## config.mk

```make
export PLATFORM = sky130hd
export DESIGN_NAME = fetch_sequencer
export DESIGN_NICKNAME = d
export VERILOG_FILES = /design/src/fetch_core_pkg.sv /design/src/fetch_sequencer.sv /design/src/quad_phase_gen.sv
export SDC_FILE = /design/constraint.sdc
export NUM_CORES = 1
export LEC_CHECK = 0
export ABC_AREA = 1
export CAP_MARGIN = 20
export CORE_MARGIN = 2
export CORE_UTILIZATION = 55
export DETAILED_ROUTE_END_ITERATION = 12
export DONT_BUFFER_PORTS = 1
export HOLD_SLACK_MARGIN = 0.15
export PLACE_DENSITY = 0.7
export SETUP_SLACK_MARGIN = 0.15
export SLEW_MARGIN = 20
export SYNTH_ARGS = -nofsm -noshare
export SYNTH_HDL_FRONTEND = slang
export SYNTH_SLANG_ARGS = --single-unit
```

## constraint.sdc

```tcl
create_clock -name i_clock -period 3.8 [get_ports i_clock]
set_clock_uncertainty 0.1 [all_clocks]
set_input_delay 0.76 -clock i_clock [delete_from_list [all_inputs] [get_ports i_clock]]
set_output_delay 0.76 -clock i_clock [all_outputs]
set_load 0.1 [all_outputs]
```

## src/fetch_core_pkg.sv

```systemverilog
// Shared constants and types for the instruction sequencing core
package fetch_core_pkg;

  // Instruction cycle made of quadrature phases
  localparam int PHASES_PER_CYCLE = 4;
  typedef enum logic [1:0]
  {
    PHASE_ONE = 2'b00,
    PHASE_TWO = 2'b01,
    PHASE_THREE = 2'b10,
    PHASE_FOUR = 2'b11
  } phase_type;

  // Widths
  localparam int PC_WIDTH = 10;
  localparam int INSTR_WIDTH = 12;
  localparam int DATA_WIDTH = 8;
  localparam int FILE_ADDR_WIDTH = 5;
  localparam int GPR_MAX = 24;

  // Program counter width and implemented program space per variant
  localparam logic [9:0] PC_MASK_SMALL = 10'h1ff;
  localparam logic [9:0] PC_MASK_LARGE = 10'h3ff;
  localparam logic [9:0] IMPL_MASK_SMALL = 10'h0ff;
  localparam logic [9:0] IMPL_MASK_LARGE = 10'h1ff;
  localparam logic [9:0] RESET_VECTOR = 10'h000;

  // Register file layout per variant
  localparam logic [4:0] SFR_COUNT_SMALL = 5'h07;
  localparam logic [4:0] SFR_COUNT_LARGE = 5'h08;
  localparam logic [4:0] GPR_BASE_SMALL = 5'h10;
  localparam logic [4:0] GPR_BASE_LARGE = 5'h08;
  localparam logic [4:0] INDIRECT_ADDR = 5'h00;
  localparam logic [4:0] POINTER_ADDR = 5'h04;
  localparam logic [7:0] POINTER_RESET = 8'he0;

  // Instruction field holding the register file address
  localparam int FILE_FIELD_LSB = 0;

endpackage : fetch_core_pkg

```

## src/fetch_sequencer.sv

```systemverilog
// Instruction fetch pipeline, program counter and register file core
//
// Overview of operation
// [RULE1] Clock divided by four into ordered phases
// [RULE2] Program counter increments in phase one
// [RULE3] Instruction word captured in phase four
// [RULE4] Word enters instruction register in phase one
// [RULE5] Operand read phase two, destination write phase four
// [RULE6] Fetch overlaps execute, one cycle each
// [RULE7] Branches discard prefetch, take two cycles
// [RULE8] Small variant: 9-bit counter, 256 words wrap
// [RULE9] Large variant: 10-bit counter, 512 words wrap
// [RULE10] Execution starts at program address zero
// [RULE11] Software must keep last calibration word intact
// [RULE12] Small register file: 7 special, 16 general
// [RULE13] Large register file: 8 special, 24 general
// [RULE14] General registers reachable direct and via pointer
// [RULE15] Master clear pin resets device, active low
// [RULE16] Master clear forces weak pull-up on
// [RULE17] Input-only pin: optional pull-up and wake
// [RULE18] Reset restarts phases, fetch before execute
`timescale 1ns/1ps
`default_nettype none
module fetch_sequencer
  import fetch_core_pkg::*;
#(
  parameter bit LARGE_VARIANT = 1'b0
)
(
  // Clock and reset
  input wire logic i_clock,
  input wire logic i_rst_n,
  // Program memory
  output logic [PC_WIDTH-1:0] o_program_address,
  input wire logic [INSTR_WIDTH-1:0] i_program_data,
  // Execute unit
  output logic [INSTR_WIDTH-1:0] o_instruction,
  output logic o_execute_valid,
  output logic o_flushing,
  output logic [DATA_WIDTH-1:0] o_operand,
  input wire logic [DATA_WIDTH-1:0] i_result,
  input wire logic i_result_write,
  input wire logic i_branch_request,
  input wire logic [PC_WIDTH-1:0] i_branch_target,
  // Phase outputs
  output logic o_phase_one,
  output logic o_phase_two,
  output logic o_phase_three,
  output logic o_phase_four,
  output logic o_quarter_clock_output,
  // Peripheral special function registers
  output logic [FILE_ADDR_WIDTH-1:0] o_sfr_address,
  output logic o_sfr_read,
  output logic o_sfr_write,
  output logic [DATA_WIDTH-1:0] o_sfr_write_data,
  input wire logic [DATA_WIDTH-1:0] i_sfr_read_data,
  output logic [DATA_WIDTH-1:0] o_indirect_address_pointer,
  // Shared master clear and input-only pin
  input wire logic i_master_clear_enable,
  input wire logic i_master_clear_input_n,
  input wire logic i_input_only_port_pin,
  input wire logic i_pullup_software_enable,
  input wire logic i_wake_enable,
  input wire logic i_sleeping,
  output logic o_device_reset_n,
  output logic o_pullup_enable,
  output logic o_pin_level,
  output logic o_wake_request
);

  typedef struct packed {
    logic [PC_WIDTH-1:0] pc;
    logic [PC_WIDTH-1:0] fetch_addr;
    logic [INSTR_WIDTH-1:0] fetch_word;
    logic fetch_valid;
    logic [INSTR_WIDTH-1:0] ir;
    logic ir_valid;
    logic flush;
    logic [DATA_WIDTH-1:0] operand;
    logic [DATA_WIDTH-1:0] pointer;
    logic [GPR_MAX-1:0][DATA_WIDTH-1:0] general_purpose_register;
    logic pin_level;
    logic wake;
  } core_state_type;

  core_state_type state;
  core_state_type next_state;
  phase_type phase;
  logic core_rst_n;
  logic [PC_WIDTH-1:0] pc_mask;
  logic [PC_WIDTH-1:0] impl_mask;
  logic [FILE_ADDR_WIDTH-1:0] sfr_count;
  logic [FILE_ADDR_WIDTH-1:0] gpr_base;
  logic [FILE_ADDR_WIDTH-1:0] data_addr;
  logic [FILE_ADDR_WIDTH-1:0] gpr_index;
  logic [DATA_WIDTH-1:0] read_value;

  // Keeps an address inside the given space; upper bits simply fold away
  function automatic logic [PC_WIDTH-1:0] wrap_addr(
    input logic [PC_WIDTH-1:0] addr,
    input logic [PC_WIDTH-1:0] mask
  );
    wrap_addr = addr & mask;
  endfunction : wrap_addr

  // Address zero selects the register named by the pointer
  function automatic logic [FILE_ADDR_WIDTH-1:0] effective_addr(
    input logic [INSTR_WIDTH-1:0] instr,
    input logic [DATA_WIDTH-1:0] pointer
  );
    logic [FILE_ADDR_WIDTH-1:0] field;
    field = instr[FILE_FIELD_LSB +: FILE_ADDR_WIDTH];
    if (field == INDIRECT_ADDR)
    begin
      effective_addr = pointer[FILE_ADDR_WIDTH-1:0]; // [RULE14]
    end
    else
    begin
      effective_addr = field; // [RULE14]
    end
  endfunction : effective_addr

  function automatic logic is_gpr(
    input logic [FILE_ADDR_WIDTH-1:0] addr,
    input logic [FILE_ADDR_WIDTH-1:0] base
  );
    is_gpr = (addr >= base);
  endfunction : is_gpr

  // Peripheral registers live outside; the pointer is held here
  function automatic logic is_outside_sfr(
    input logic [FILE_ADDR_WIDTH-1:0] addr,
    input logic [FILE_ADDR_WIDTH-1:0] count
  );
    is_outside_sfr = (addr != INDIRECT_ADDR) && (addr != POINTER_ADDR) &&
                     (addr < count);
  endfunction : is_outside_sfr

  // Master clear pulls the whole device into reset while configured
  assign core_rst_n = i_rst_n &
                      !(i_master_clear_enable && !i_master_clear_input_n); // [RULE15]

  quad_phase_gen phase_gen
  (
    .i_clock(i_clock),
    .i_rst_n(core_rst_n),
    .o_phase(phase),
    .o_quarter_clock(o_quarter_clock_output)
  );

  // Variant selection of counter width and register file layout
  always_comb
  begin
    if (LARGE_VARIANT)
    begin
      pc_mask = PC_MASK_LARGE; // [RULE9]
      impl_mask = IMPL_MASK_LARGE; // [RULE9]
      sfr_count = SFR_COUNT_LARGE; // [RULE13]
      gpr_base = GPR_BASE_LARGE; // [RULE13]
    end
    else
    begin
      pc_mask = PC_MASK_SMALL; // [RULE8]
      impl_mask = IMPL_MASK_SMALL; // [RULE8]
      sfr_count = SFR_COUNT_SMALL; // [RULE12]
      gpr_base = GPR_BASE_SMALL; // [RULE12]
    end
  end

  assign data_addr = effective_addr(state.ir, state.pointer);
  assign gpr_index = data_addr - gpr_base;

  // Data memory read source; unimplemented addresses read as zero
  always_comb
  begin
    if (is_gpr(data_addr, gpr_base))
    begin
      read_value = state.general_purpose_register[gpr_index];
    end
    else if (data_addr == POINTER_ADDR)
    begin
      read_value = state.pointer;
    end
    else if (is_outside_sfr(data_addr, sfr_count))
    begin
      read_value = i_sfr_read_data;
    end
    else
    begin
      read_value = 8'h00;
    end
  end

  always_comb
  begin
    next_state = state;
    next_state.wake = 1'b0;
    next_state.pin_level = i_input_only_port_pin;
    // Wake only on a level change while asleep and not used as clear
    if (i_sleeping && i_wake_enable && !i_master_clear_enable &&
        (i_input_only_port_pin != state.pin_level))
    begin
      next_state.wake = 1'b1; // [RULE17]
    end
    case (phase)
      PHASE_ONE:
      begin
        // Current counter value is the address fetched this cycle
        next_state.fetch_addr = wrap_addr(state.pc, impl_mask); // [RULE8]
        next_state.pc = wrap_addr(state.pc + 10'h001, pc_mask); // [RULE2]
        next_state.ir = state.fetch_word; // [RULE4]
        // A word prefetched behind a branch never executes
        next_state.ir_valid = state.fetch_valid && !state.flush; // [RULE7]
        next_state.flush = 1'b0;
      end
      PHASE_TWO:
      begin
        if (state.ir_valid)
        begin
          next_state.operand = read_value; // [RULE5]
        end
      end
      PHASE_THREE:
      begin
        next_state.operand = state.operand;
      end
      PHASE_FOUR:
      begin
        next_state.fetch_word = i_program_data; // [RULE3]
        next_state.fetch_valid = 1'b1; // [RULE6]
        if (state.ir_valid && i_result_write)
        begin
          if (is_gpr(data_addr, gpr_base))
          begin
            next_state.general_purpose_register[gpr_index] = i_result; // [RULE5]
          end
          else if (data_addr == POINTER_ADDR)
          begin
            next_state.pointer = i_result; // [RULE14]
          end
        end
        if (state.ir_valid && i_branch_request)
        begin
          next_state.pc = wrap_addr(i_branch_target, pc_mask); // [RULE7]
          next_state.flush = 1'b1; // [RULE7]
        end
      end
      default:
      begin
        next_state.flush = state.flush;
      end
    endcase
  end

  always_ff @(posedge i_clock)
  begin
    if (!core_rst_n)
    begin
      state.pc <= RESET_VECTOR; // [RULE10]
      state.fetch_addr <= RESET_VECTOR;
      state.fetch_word <= 12'h000;
      state.fetch_valid <= 1'b0; // [RULE18]
      state.ir <= 12'h000;
      state.ir_valid <= 1'b0; // [RULE18]
      state.flush <= 1'b0;
      state.operand <= 8'h00;
      state.pointer <= POINTER_RESET;
      state.general_purpose_register <= '0;
      state.pin_level <= 1'b0;
      state.wake <= 1'b0;
    end
    else
    begin
      state <= next_state;
    end
  end

  // Program memory and execute unit
  assign o_program_address = state.fetch_addr;
  assign o_instruction = state.ir;
  assign o_execute_valid = state.ir_valid;
  assign o_flushing = state.flush;
  assign o_operand = state.operand;

  // Phase strobes
  assign o_phase_one = (phase == PHASE_ONE);
  assign o_phase_two = (phase == PHASE_TWO);
  assign o_phase_three = (phase == PHASE_THREE);
  assign o_phase_four = (phase == PHASE_FOUR);

  // Peripheral registers see the same read and write phases as the file
  assign o_sfr_address = data_addr;
  assign o_sfr_read = state.ir_valid && (phase == PHASE_TWO) &&
                      is_outside_sfr(data_addr, sfr_count); // [RULE5]
  assign o_sfr_write = state.ir_valid && i_result_write &&
                       (phase == PHASE_FOUR) &&
                       is_outside_sfr(data_addr, sfr_count); // [RULE5]
  assign o_sfr_write_data = i_result;
  assign o_indirect_address_pointer = state.pointer;

  // Shared pin
  assign o_device_reset_n = core_rst_n; // [RULE15]
  assign o_pullup_enable = i_master_clear_enable ||
                           i_pullup_software_enable; // [RULE16]
  assign o_pin_level = state.pin_level; // [RULE17]
  assign o_wake_request = state.wake; // [RULE17]

endmodule : fetch_sequencer
`default_nettype wire

```

## src/quad_phase_gen.sv

```systemverilog
// Divide-by-four phase generator with quarter-rate clock output
`timescale 1ns/1ps
`default_nettype none
module quad_phase_gen
  import fetch_core_pkg::*;
(
  // Clock and reset
  input wire logic i_clock,
  input wire logic i_rst_n,
  // Phase outputs
  output var phase_type o_phase,
  output logic o_quarter_clock
);

  typedef struct packed {
    phase_type phase;
    logic quarter;
  } phase_state_type;

  phase_state_type state;
  phase_state_type next_state;

  always_comb
  begin
    next_state = state;
    case (state.phase)
      PHASE_ONE: next_state.phase = PHASE_TWO;
      PHASE_TWO: next_state.phase = PHASE_THREE;
      PHASE_THREE: next_state.phase = PHASE_FOUR;
      PHASE_FOUR: next_state.phase = PHASE_ONE;
      default: next_state.phase = PHASE_ONE;
    endcase
    // Quarter clock is high for the first half of each instruction cycle
    next_state.quarter = (next_state.phase == PHASE_ONE) ||
                         (next_state.phase == PHASE_TWO);
  end

  always_ff @(posedge i_clock)
  begin
    if (!i_rst_n)
    begin
      state.phase <= PHASE_ONE; // [RULE18]
      state.quarter <= 1'b1;
    end
    else
    begin
      state <= next_state; // [RULE1]
    end
  end

  assign o_phase = state.phase;
  assign o_quarter_clock = state.quarter;

endmodule : quad_phase_gen
`default_nettype wire

```

# Word-level counts from Yosys, hierarchy flattened
# Cells that the tools add are included.
totals:
  register_bits: 257
  in_bits: 48
op_classes:
  n_lt_le_gt_ge: 4
  eq_ne: 8
  muxes: 15
  n_reduce_logical: 29
  add_sub_neg: 2
  bitwise: 2
ops:
  columns: ["operator", "n"]
  rows:
  - ["$bwmux W192", 1]
  - ["$bmux W8 S5", 1]
  - ["$demux W8 S5", 1]
  - ["$mux W8", 5]
  - ["$pmux W9 S2", 1]
  - ["$logic_and A1 B1 Y1", 14]
  - ["$add A9 B1 Y9 const B", 1]
  - ["$mux W9", 1]
  - ["$pmux W2 S4", 1]
  - ["$lt A5 B6 Y1 const B", 1]
  - ["$eq A5 B3 Y1 const B", 1]
  - ["$ge A5 B1 Y1 const B", 1]
  - ["$ge A5 B5 Y1 const B", 1]
  - ["$logic_not A5 Y1", 1]
  - ["$lt A5 B3 Y1 const B", 1]
  - ["$mux W5", 1]
  - ["$ne A5 B3 Y1 const B", 1]
  - ["$reduce_bool A5 Y1", 1]
  - ["$sub A5 B5 Y5 const B", 1]
  - ["$eq A2 B1 Y1 const B", 2]
  - ["$eq A2 B2 Y1 const B", 2]
  - ["$logic_not A1 Y1", 4]
  - ["$logic_not A2 Y1", 2]
  - ["$reduce_and A2 Y1", 2]
  - ["10 further kinds", 12]

# Logic depth before layout (Yosys ltp)
# Gate-level depths: netlist (run 1).
depth:
  depth_word: 8
  ltp_mapped: 13

# Modules after synthesis
# Synthesis (run 1) repeated with hierarchy kept, for this count alone.
unflattened:
  cells_unflattened: 1275
  area_unflattened_um2: 9067.4
by_module_without_submodules:
  columns: ["module", "instances", "area_each_um2", "cells_each"]
  rows:
  - ["fetch_sequencer", 1, 8956.1, 1263]
  - ["quad_phase_gen", 1, 111.4, 12]

# Worst setup path after synthesis (run 1)
# Ideal clock, no wire load.
synth_path:
  path_type: "register -> output"
  start: "register, netlist name phase_gen.o_phase[0]"
  end: "output o_sfr_write"
  t_required_ps: 2940
  path_stages_with_launch: 4
  path_slack_ps: -155
  arrival_ps: 3095
  cell_sequence: "dfxtp_1 > ha_1 > nand3_1 > nor2_1"
synth_between:
  elab_chain_len: 3
synth_rtl:
  columns: ["item", "line_no", "source"]
  rows:
  - ["$eq A2 B2 Y1", null, null]
  - ["via o_phase_four", "fetch_sequencer.sv:49", "output logic o_phase_four,"]
  - ["$logic_and A1 B1 Y1", "fetch_sequencer.sv:295", "assign o_sfr_write = state.ir_valid && i_result_write &&"]
  - ["$logic_and A1 B1 Y1", "fetch_sequencer.sv:296", "(phase == PHASE_FOUR) &&"]
  - ["to (decl)", "fetch_sequencer.sv:54", "output logic o_sfr_write,"]
# The timed path passes the listed nets, and every way through them passes these cells.

# Worst setup path in the final report (run 1)
layout_path:
  start: "register state (netlist bit o_instruction[2])"
  end: "output o_sfr_write"
layout_between:
  elab_chain_len: 6
  word_cells_on_any_way: 8
  classes_between: "1 x order compare; 1 x eq/ne; 1 x mux; 5 x reduce/logical"
layout_rtl:
  columns: ["item", "line_no", "source"]
  rows:
  - ["from (decl)", "fetch_sequencer.sv:86", "core_state_type state;"]
  - ["from (signal assigned)", "fetch_sequencer.sv:274", "state <= next_state;"]
  - ["$logic_not A5 Y1", "fetch_sequencer.sv:113", "if (field == INDIRECT_ADDR)"]
  - ["$mux W5 *", "fetch_sequencer.sv:113", null]
  - ["branches (longest 2 deep; another with $lt A5 B3 Y1)", null, null]
  - ["$logic_and A1 B1 Y1 *", "fetch_sequencer.sv:135", "is_outside_sfr = (addr != INDIRECT_ADDR) && (addr != POINTER_ADDR) &&"]
  - ["$logic_and A1 B1 Y1 *", "fetch_sequencer.sv:296", null]
# Every way passes the cells marked *.

==> summary.md, run 1 <==
The flow ran to the end, and the final reports show no timing, DRC or antenna violations. Of all nets on the critical path, the largest fanout is 40. Input and output buffers added on the ports amount to 0. The global-route wire length before repair is 38400 um.

The net count of the finished layout is 1283. For this run, the total global-route usage over all layers was measured as 27.1%. The total overflow left after global routing is 0.

CTS built an H-tree with a depth of 4. For the signal arrival time at the worst endpoint, the log shows 2.64 ns. In the final layout, the multi-input gates occupy 4110 um^2.

In this run, CTS created clock tree buffers numbering 17. The slew at the pin closest to its max-slew limit was 1.03 ns; the achievable frequency was 286 MHz. The final-layout setup total negative slack is 0 ns.

The via count of the first global-routing pass came out at 7136. The die is 134 um wide. The number of antenna diodes in the final layout is 0. The largest single stage delay on the critical path is 0.41 ns. Counting every sink on the clock net gives 192. The most frequent standard cell in the layout excluding fill and tap cells was nand2_1.

The top cell type by area accounts for 41.2% of the synthesized area. The fraction of layout instances using a drive strength above 1 is 9.49%, and the register-to-register setup slack is 1.03 ns. After clock tree synthesis, the clock-pin slew on the worst setup and hold paths is 0.07 ns. IR analysis of the VDD net gives a maximum drop of 0.000320 V. Entering global routing, the biggest net connects 95 pins.

The number of vias after detailed routing is 7947. The antenna violation net count after detailed routing was 0; the number of register bits inferred by synthesis was 192. The synthesis-to-finish area growth came out at 4.07%.

The source-to-sink clock delay at the later pin of the worst-skew pair came out at 0.44 ns. The top cell types in the final layout, fill and taps aside, are 245 x nand2_1, 192 x dfxtp_1, 158 x inv_1. The height of the die came out at 134 um.

The tools report the critical path capture point type as an output port. The tool flagged a number of max-cap violations equal to 0. In this run the critical register-to-register path is captured at o_operand[5]$_SDFFE_PN0P_. The path type of the worst min-delay path was in -> reg. For this block, the initial DRC count from the detailed router was 638. The final count of negative-setup-slack endpoints came out at 0. Setup repair after global routing left no endpoint under its margin. The max-slew violation count is 0, and the internal portion of total power is 3.03 mW. The post-CTS setup buffer count was 0. The clock network is responsible for 43.4% of the overall power.

For this run, the register share of the synthesized area comes to 41.2%. After detailed routing, the average wire length per cell comes to 16.7 um. The simple-gate share of the synthesized area works out to 24.9%. After Yosys synthesis, full adders, half adders and majority gates account for 0.671% of the synthesized area. The run gives 112 as the total I/O pin count. Reg-to-reg critical path startpoint: o_instruction[2]$_SDFFE_PN0P_. In this run the worst setup path begins at o_instruction[2]$_SDFFE_PN0P_.

Of the available clock period, the critical path in the final layout requires 92.1%. The run gives 1463 as the count of placed standard cells in the final layout, fillers left out. By area, the combinational part of the netlist is dominated by simple AND/OR/NAND/NOR gates. In this run the deepest clock path goes through 2 buffers. The final hold violation count is 0, and the multiplexer share of the synthesized area is 0%. The tools report the proportion of power drawn by flip-flops and latches as 50.4%.

Weighted congestion reported at the end of routability-driven placement: 0.951. The time the final worst path needs with I/O delays and setup works out to 3.50 ns. The leakage power figure was 4.17 nW. The final HPWL from detailed placement is 15700 um. The hold path depth is 2, and the synthesized-area fraction occupied by ao, oa, aoi and oai cells is 18.1%.

For this run, the share of the core covered by cells in the final layout is 58.5%. The distinct cell type count of the synthesized netlist came out at 34. The cell that appears most often on the critical path is nand2_1. The critical path is of the reg -> out type. Summing every instance area after synthesis gives 9320 um^2. The number of vias per cell works out to 5.43. The layout has 1569 filler cells. dfxtp_1 takes more of the synthesized area than any other cell. The total number of yosys warnings was 0.

The tree is rooted in a clkbuf_16. DRC violation count after routing: 0. On the critical path, the stage with the largest delay is an instance of nand2_4.

For this block, the routed nets add up to 24400 um of wire. In the synthesized netlist, the number of instances is 1311. The share of total power consumed by net switching is 26.3%. For hold timing, the worst endpoint is o_pin_level$_SDFF_PN0_. The die covers 18000 um^2. The logs give 7 for the first-pass detailed-route iteration total and 0 for the initial antenna violation count. Counting cells, the worst reg-to-reg path comes to 11. The area of the core is 16600 um^2. The sequential cells in the finished layout cover a total of 3840 um^2. Number of rows created at floorplan: 47.

Headroom to the max-slew limit came out at 30.9%. Power spread over the standard cell area amounts to 424 nW/um^2. Once the floorplan was initialized, standard cells occupied 56.2% of the core. The cell count after placement is 1431, and the final worst hold slack is 0.326 ns. The tools report the fraction of power consumed by combinational cells as 6.2%.

The post-cts sizing count was 0; the mean cell area of the mapped netlist was 7.11 um^2. The analysis attributes to net switching a power of 1.08 mW. The post-synthesis share of cell area spent on xor and xnor gates came out at 0.188%. TritonCTS built the clock tree. In this run the most critical hold path is launched from i_input_only_port_pin.

Walking the worst path, the cells encountered are nor2_4 > nand4_2 > nand2_4 > nand2_1 > inv_1 > nand2_1 > nand2_1 > nor2_2 > buf_12. The worst setup path is launched from a flop. Yosys attributes the largest share of cell area to dfxtp_1 41%, nand2_1 9.9%, o21ai_0 8.2%. For the worst setup path, the data required time is 2.94 ns. For this design, the CTS-stage hold fixing added 0 buffers.

Summing internal, switching and leakage power gives 4.11 mW.
sequential cells by signal (all words and copies together) (netlist names):
signal / flops
state: 149
o_wake_request: 1
o_instruction: 12
o_operand: 8
o_program_address: 8
o_execute_valid: 1
phase_gen.o_quarter_clock: 1
o_indirect_address_pointer: 8
phase_gen.o_phase: 2
o_flushing: 1
o_pin_level: 1
layer usage:
| metal | part of all wire (%) | GRT usage [%] | wire, um |
|---|---|---|---|
| met1 | 43 | 35.8 | 10500 |
| met2 | 47 | 43.7 | 11500 |
| met3 | 7.0 | 5.82 | 1710 |
| met4 | 2.7 | 10.2 | 659 |
| met5 | 0 | 0 | 0 |
worst max-delay path: cells and delay by family (launching register included):
| family | cells | cell delay (ns) |
|---|---|---|
| buffers and inverters | 2 | 0.32 |
| AND/OR/NAND/NOR | 7 | 1.52 |
| flip-flops | 1 | 0.35 |
per-stage QoR:
| step | instance area [um^2] | setup slack (ns) |
|---|---|---|
| after floorplan | 9330 | 0.284 |
| after global placement | 9120 | 0.818 |
| after detailed placement | 9120 | 0.803 |
| after CTS | 9700 | 0.306 |
| after global routing | 9700 | 0.158 |
| final | 9700 | 0.300 |
Yosys cell counts:
cell type / number
inv_1: 158
buf_1: 5
nand4_1: 5
nand3_2: 1
nor2_8: 4
nand3b_1: 19
or2_2: 2
nand3_1: 136
nor2_2: 3
buf_2: 15
inv_4: 1
clkbuf_1: 49
nand2_1: 245
ha_1: 5
conb_1: 1
xnor2_1: 1
dfxtp_1: 192
buf_4: 55
o21ai_1: 14
nor2_4: 16
a21oi_1: 152
buf_6: 4
nand2_4: 3
nand2_2: 9
nand4_2: 2
inv_2: 13
nor2_1: 30
a31oi_1: 2
nor3_1: 3
a211oi_1: 3
xor2_1: 1
o21ai_0: 153
o211ai_1: 7
clkinv_1: 2
worst max path at each step:
stage                        to  slack (ns)
floorplan           o_sfr_write        0.28
finish              o_sfr_write        0.30
global route        o_sfr_write        0.16
global placement    o_sfr_write        0.82
detailed placement  o_sfr_write        0.80
CTS                 o_sfr_write        0.31
logic make-up after synthesis:
group,Yosys count
DFF,192
AOI/OAI and AO/OA,331
other,1
xor gates and xnor gates,2
adders and majority gates,5
buffers and inverters,302
and+or+nand+nor,478
area by class of cell:
class / instances / area share [%]
Clock buffer: 19 / 4.67
Clock inverter: 13 / 1.29
Timing Repair Buffer: 27 / 2.48
Sequential cell: 192 / 39.6
Tap cell: 220 / 2.84
Multi-Input combinational cell: 818 / 42.3
Inverter: 174 / 6.78
power by group through the flow:
stage               Combinational [mW]  Clock [mW]  Sequential, mW
finish                           0.256        1.78            2.07
floorplan                        0.269           0            2.09
global placement                 0.255           0            2.12
global route                     0.277        1.88            2.07
detailed placement               0.256           0            2.12
CTS                              0.257        1.80            2.07
Power figures use the tool's default switching activity.
==> run 2, diff against run 1 <==
Settings changed: CORE_MARGIN 2 to 5, CTS_BUF_LIST set to sky130_fd_sc_hd__clkbuf_8, RECOVER_POWER set to 100.
==> summary.md, run 2 (synthesis gave the netlist of run 1 again) <==
The flow ran to the end, but the final reports show violations. The routed wire length per instance came out at 16.8 um. Headroom to the max-slew limit came out at -0.513%. TritonCTS built the clock tree.

From bottom edge to top edge, the die measures 140 um. The worst register-to-register path ends at state[7]$_SDFFE_PN0P_. Port buffering added 0 buffers. The routed design could run at a clock period as short as 3.50 ns. For the pre-CTS setup slack, the log shows 0.728 ns.

The clock passes through at most 2 buffers. The total power per unit cell area is 399 nW/um^2, and the die width is 140 um. The critical path required time was 2.94 ns; the achievable frequency was 286 MHz. For this block, the via count after detailed routing is 8041. After the first detailed-routing iteration, the DRC count stood at 778. The number of vias per cell was 5.49. After layout, the worst setup slack is 0.299 ns. 112 I/O pins were placed.

Clock-pin slew was measured on the worst setup and hold paths at 0.09 ns. The worst setup path is captured at an output port. The number of diodes added for antenna fixing was 0. For hold timing, the worst endpoint is o_pin_level$_SDFF_PN0_. The post-route netlist has 6.91% of its cells at a drive strength greater than 1. Path type of the worst min-delay path: in -> reg.

At the end of routability-driven placement, the weighted congestion stood at 0.936. The startpoint identified for the worst register-to-register timing path is o_instruction[2]$_SDFFE_PN0P_. The logs give 24600 um for the final wirelength and 16300 um for the final HPWL from detailed placement. The CTS H-tree depth came out at 4. The first-pass detailed-route iteration total was 5; the final count of negative-setup-slack endpoints was 0.

The run gives 0 as the final hold violation count. Global routing used 24.7% of the available tracks across all layers. The die covers 19700 um^2.

The area of the core is 16600 um^2, and the antenna violation net count after detailed routing is 0. Max-slew violation count: 1. The register-to-register setup slack was 0.35 ns. STA puts the critical path data arrival time at 2.64 ns.

Once layout is complete, the utilization of the core stands at 56.9%. The post-route fraction of the period consumed by the critical path was 92.1%; the number of rows created at floorplan was 47. The checks that failed: capacitance limit, slew limit. Counting cells, the worst reg-to-reg path comes to 10.

The analysis attributes to cell leakage a power of 4.03 nW. state holds more flip-flops than any other register. The run gives 17 as the number of buffers added by the clock tree synthesis step. Setup repair after global routing left no endpoint under its margin.

Maximum number of pins on one net before global-route repair: 71. Of all nets on the critical path, the largest fanout is 19. VDD sags by at most 0.000264 V. The most frequent standard cell in the layout excluding fill and tap cells is nand2_1.

The critical path is of the reg -> out type. The starting density of the core was 56.2%; the final-layout setup total negative slack was 0 ns. The library cells used most frequently in the layout, excluding fill and tap cells, are 249 x nand2_1, 192 x dfxtp_1, 162 x inv_1. The flip-flop count of the largest register after layout was 149; the final net count was 1285. Along the worst hold path, the cell count comes to 2. The tools report the launch instance of the worst min-delay path as i_input_only_port_pin.

The leftover overflow at the end of global routing came out at 0. In this run the clock root is driven by a clkbuf_8. For the global-route wire length before repair, the log shows 39000 um.

The sink count of the clock tree is 192, and the DRC violation count after routing is 0. The final worst hold slack is 0.286 ns, and the slew at the pin closest to its max-slew limit is 1.51 ns. The type of origin of the critical path is a flop. Compared with the post-synthesis result, the final layout area differs by 1.26%. The initial antenna violation count is 0, and the number of maximum-capacitance constraint violations is 1. The via count of the first global-routing pass was 7231; the total power was 3.76 mW.

At the later pin of the worst-skew pair, clock insertion delay measures 0.47 ns.
## run 2: stage by stage
| step | instance area, um^2 | instances |
|---|---|---|
| 2_1_floorplan | 9330 | 1312 |
| 3_3_place_gp | 9150 | 1433 |
| 3_5_place_dp | 9150 | 1433 |
| 4_1_cts | 9570 | 1465 |
| 5_1_grt | 9440 | 1465 |
| 6_report | 9440 | 1465 |
## run 2: cell type report
class                      count  area, um^2
clock buffer                  19         262
clock inverter                13         159
fill                        1701        7140
inverter                     174         658
multi-input combinational    818        4050
sequential                   192        3840
tap                          220         275
timing repair buffer          29         190
## run 2: timing repair
| action | 4_1_cts | 5_1_grt |
|---|---|---|
| hold endpoints to repair | 0 | 0 |
| resized for setup | 0 | 1 |
| setup buffers | 0 | 0 |
| hold buffers | 0 | 0 |
| endpoints found under the setup margin | 0 | 2 |
## run 2: metal layers
layer  GRT usage, %  vias to the layer above  wire (um)
li1               -                     4030          -
met1           32.6                     3703      10700
met2           38.7                      264      11200
met3           6.65                       44       1820
met4           9.18                        0        877
met5              0                        -          0
## run 2: critical path, cell delays in order, from the launching register on
cell and delay [ns]:
dfxtp_1 0.35, nor2_4 0.18, nand4_1 0.27, nand2_8 0.34, nand2_1 0.24, inv_1 0.12, nand2_1 0.21, nand2_1 0.18
nor2_1 0.08, buf_12 0.17
## run 2: worst max-delay path by stage
stage	from	endpoint	slack [ns]	depth (start not counted)
3_5_place_dp	o_instruction[2]$_SDFFE_PN0P_	state[87]$_SDFFE_PN0P_	0.73	11
6_report	o_instruction[2]$_SDFFE_PN0P_	o_sfr_read	0.30	9
5_1_grt	o_instruction[2]$_SDFFE_PN0P_	o_sfr_read	0.13	9
4_1_cts	o_instruction[2]$_SDFFE_PN0P_	o_sfr_write	0.25	9
3_3_place_gp	o_instruction[2]$_SDFFE_PN0P_	o_sfr_write	0.80	9
2_1_floorplan	phase_gen.o_phase[0]$_SDFF_PN0_	o_sfr_write	0.28	3
## run 2: power breakdown
group | leakage [nW] | total, mW | switching [mW] | internal (mW)
registers | 1.55 | 2.07 | 0.0448 | 2.02
logic | 2.27 | 0.250 | 0.201 | 0.0481
clock network | 0.214 | 1.45 | 0.757 | 0.688
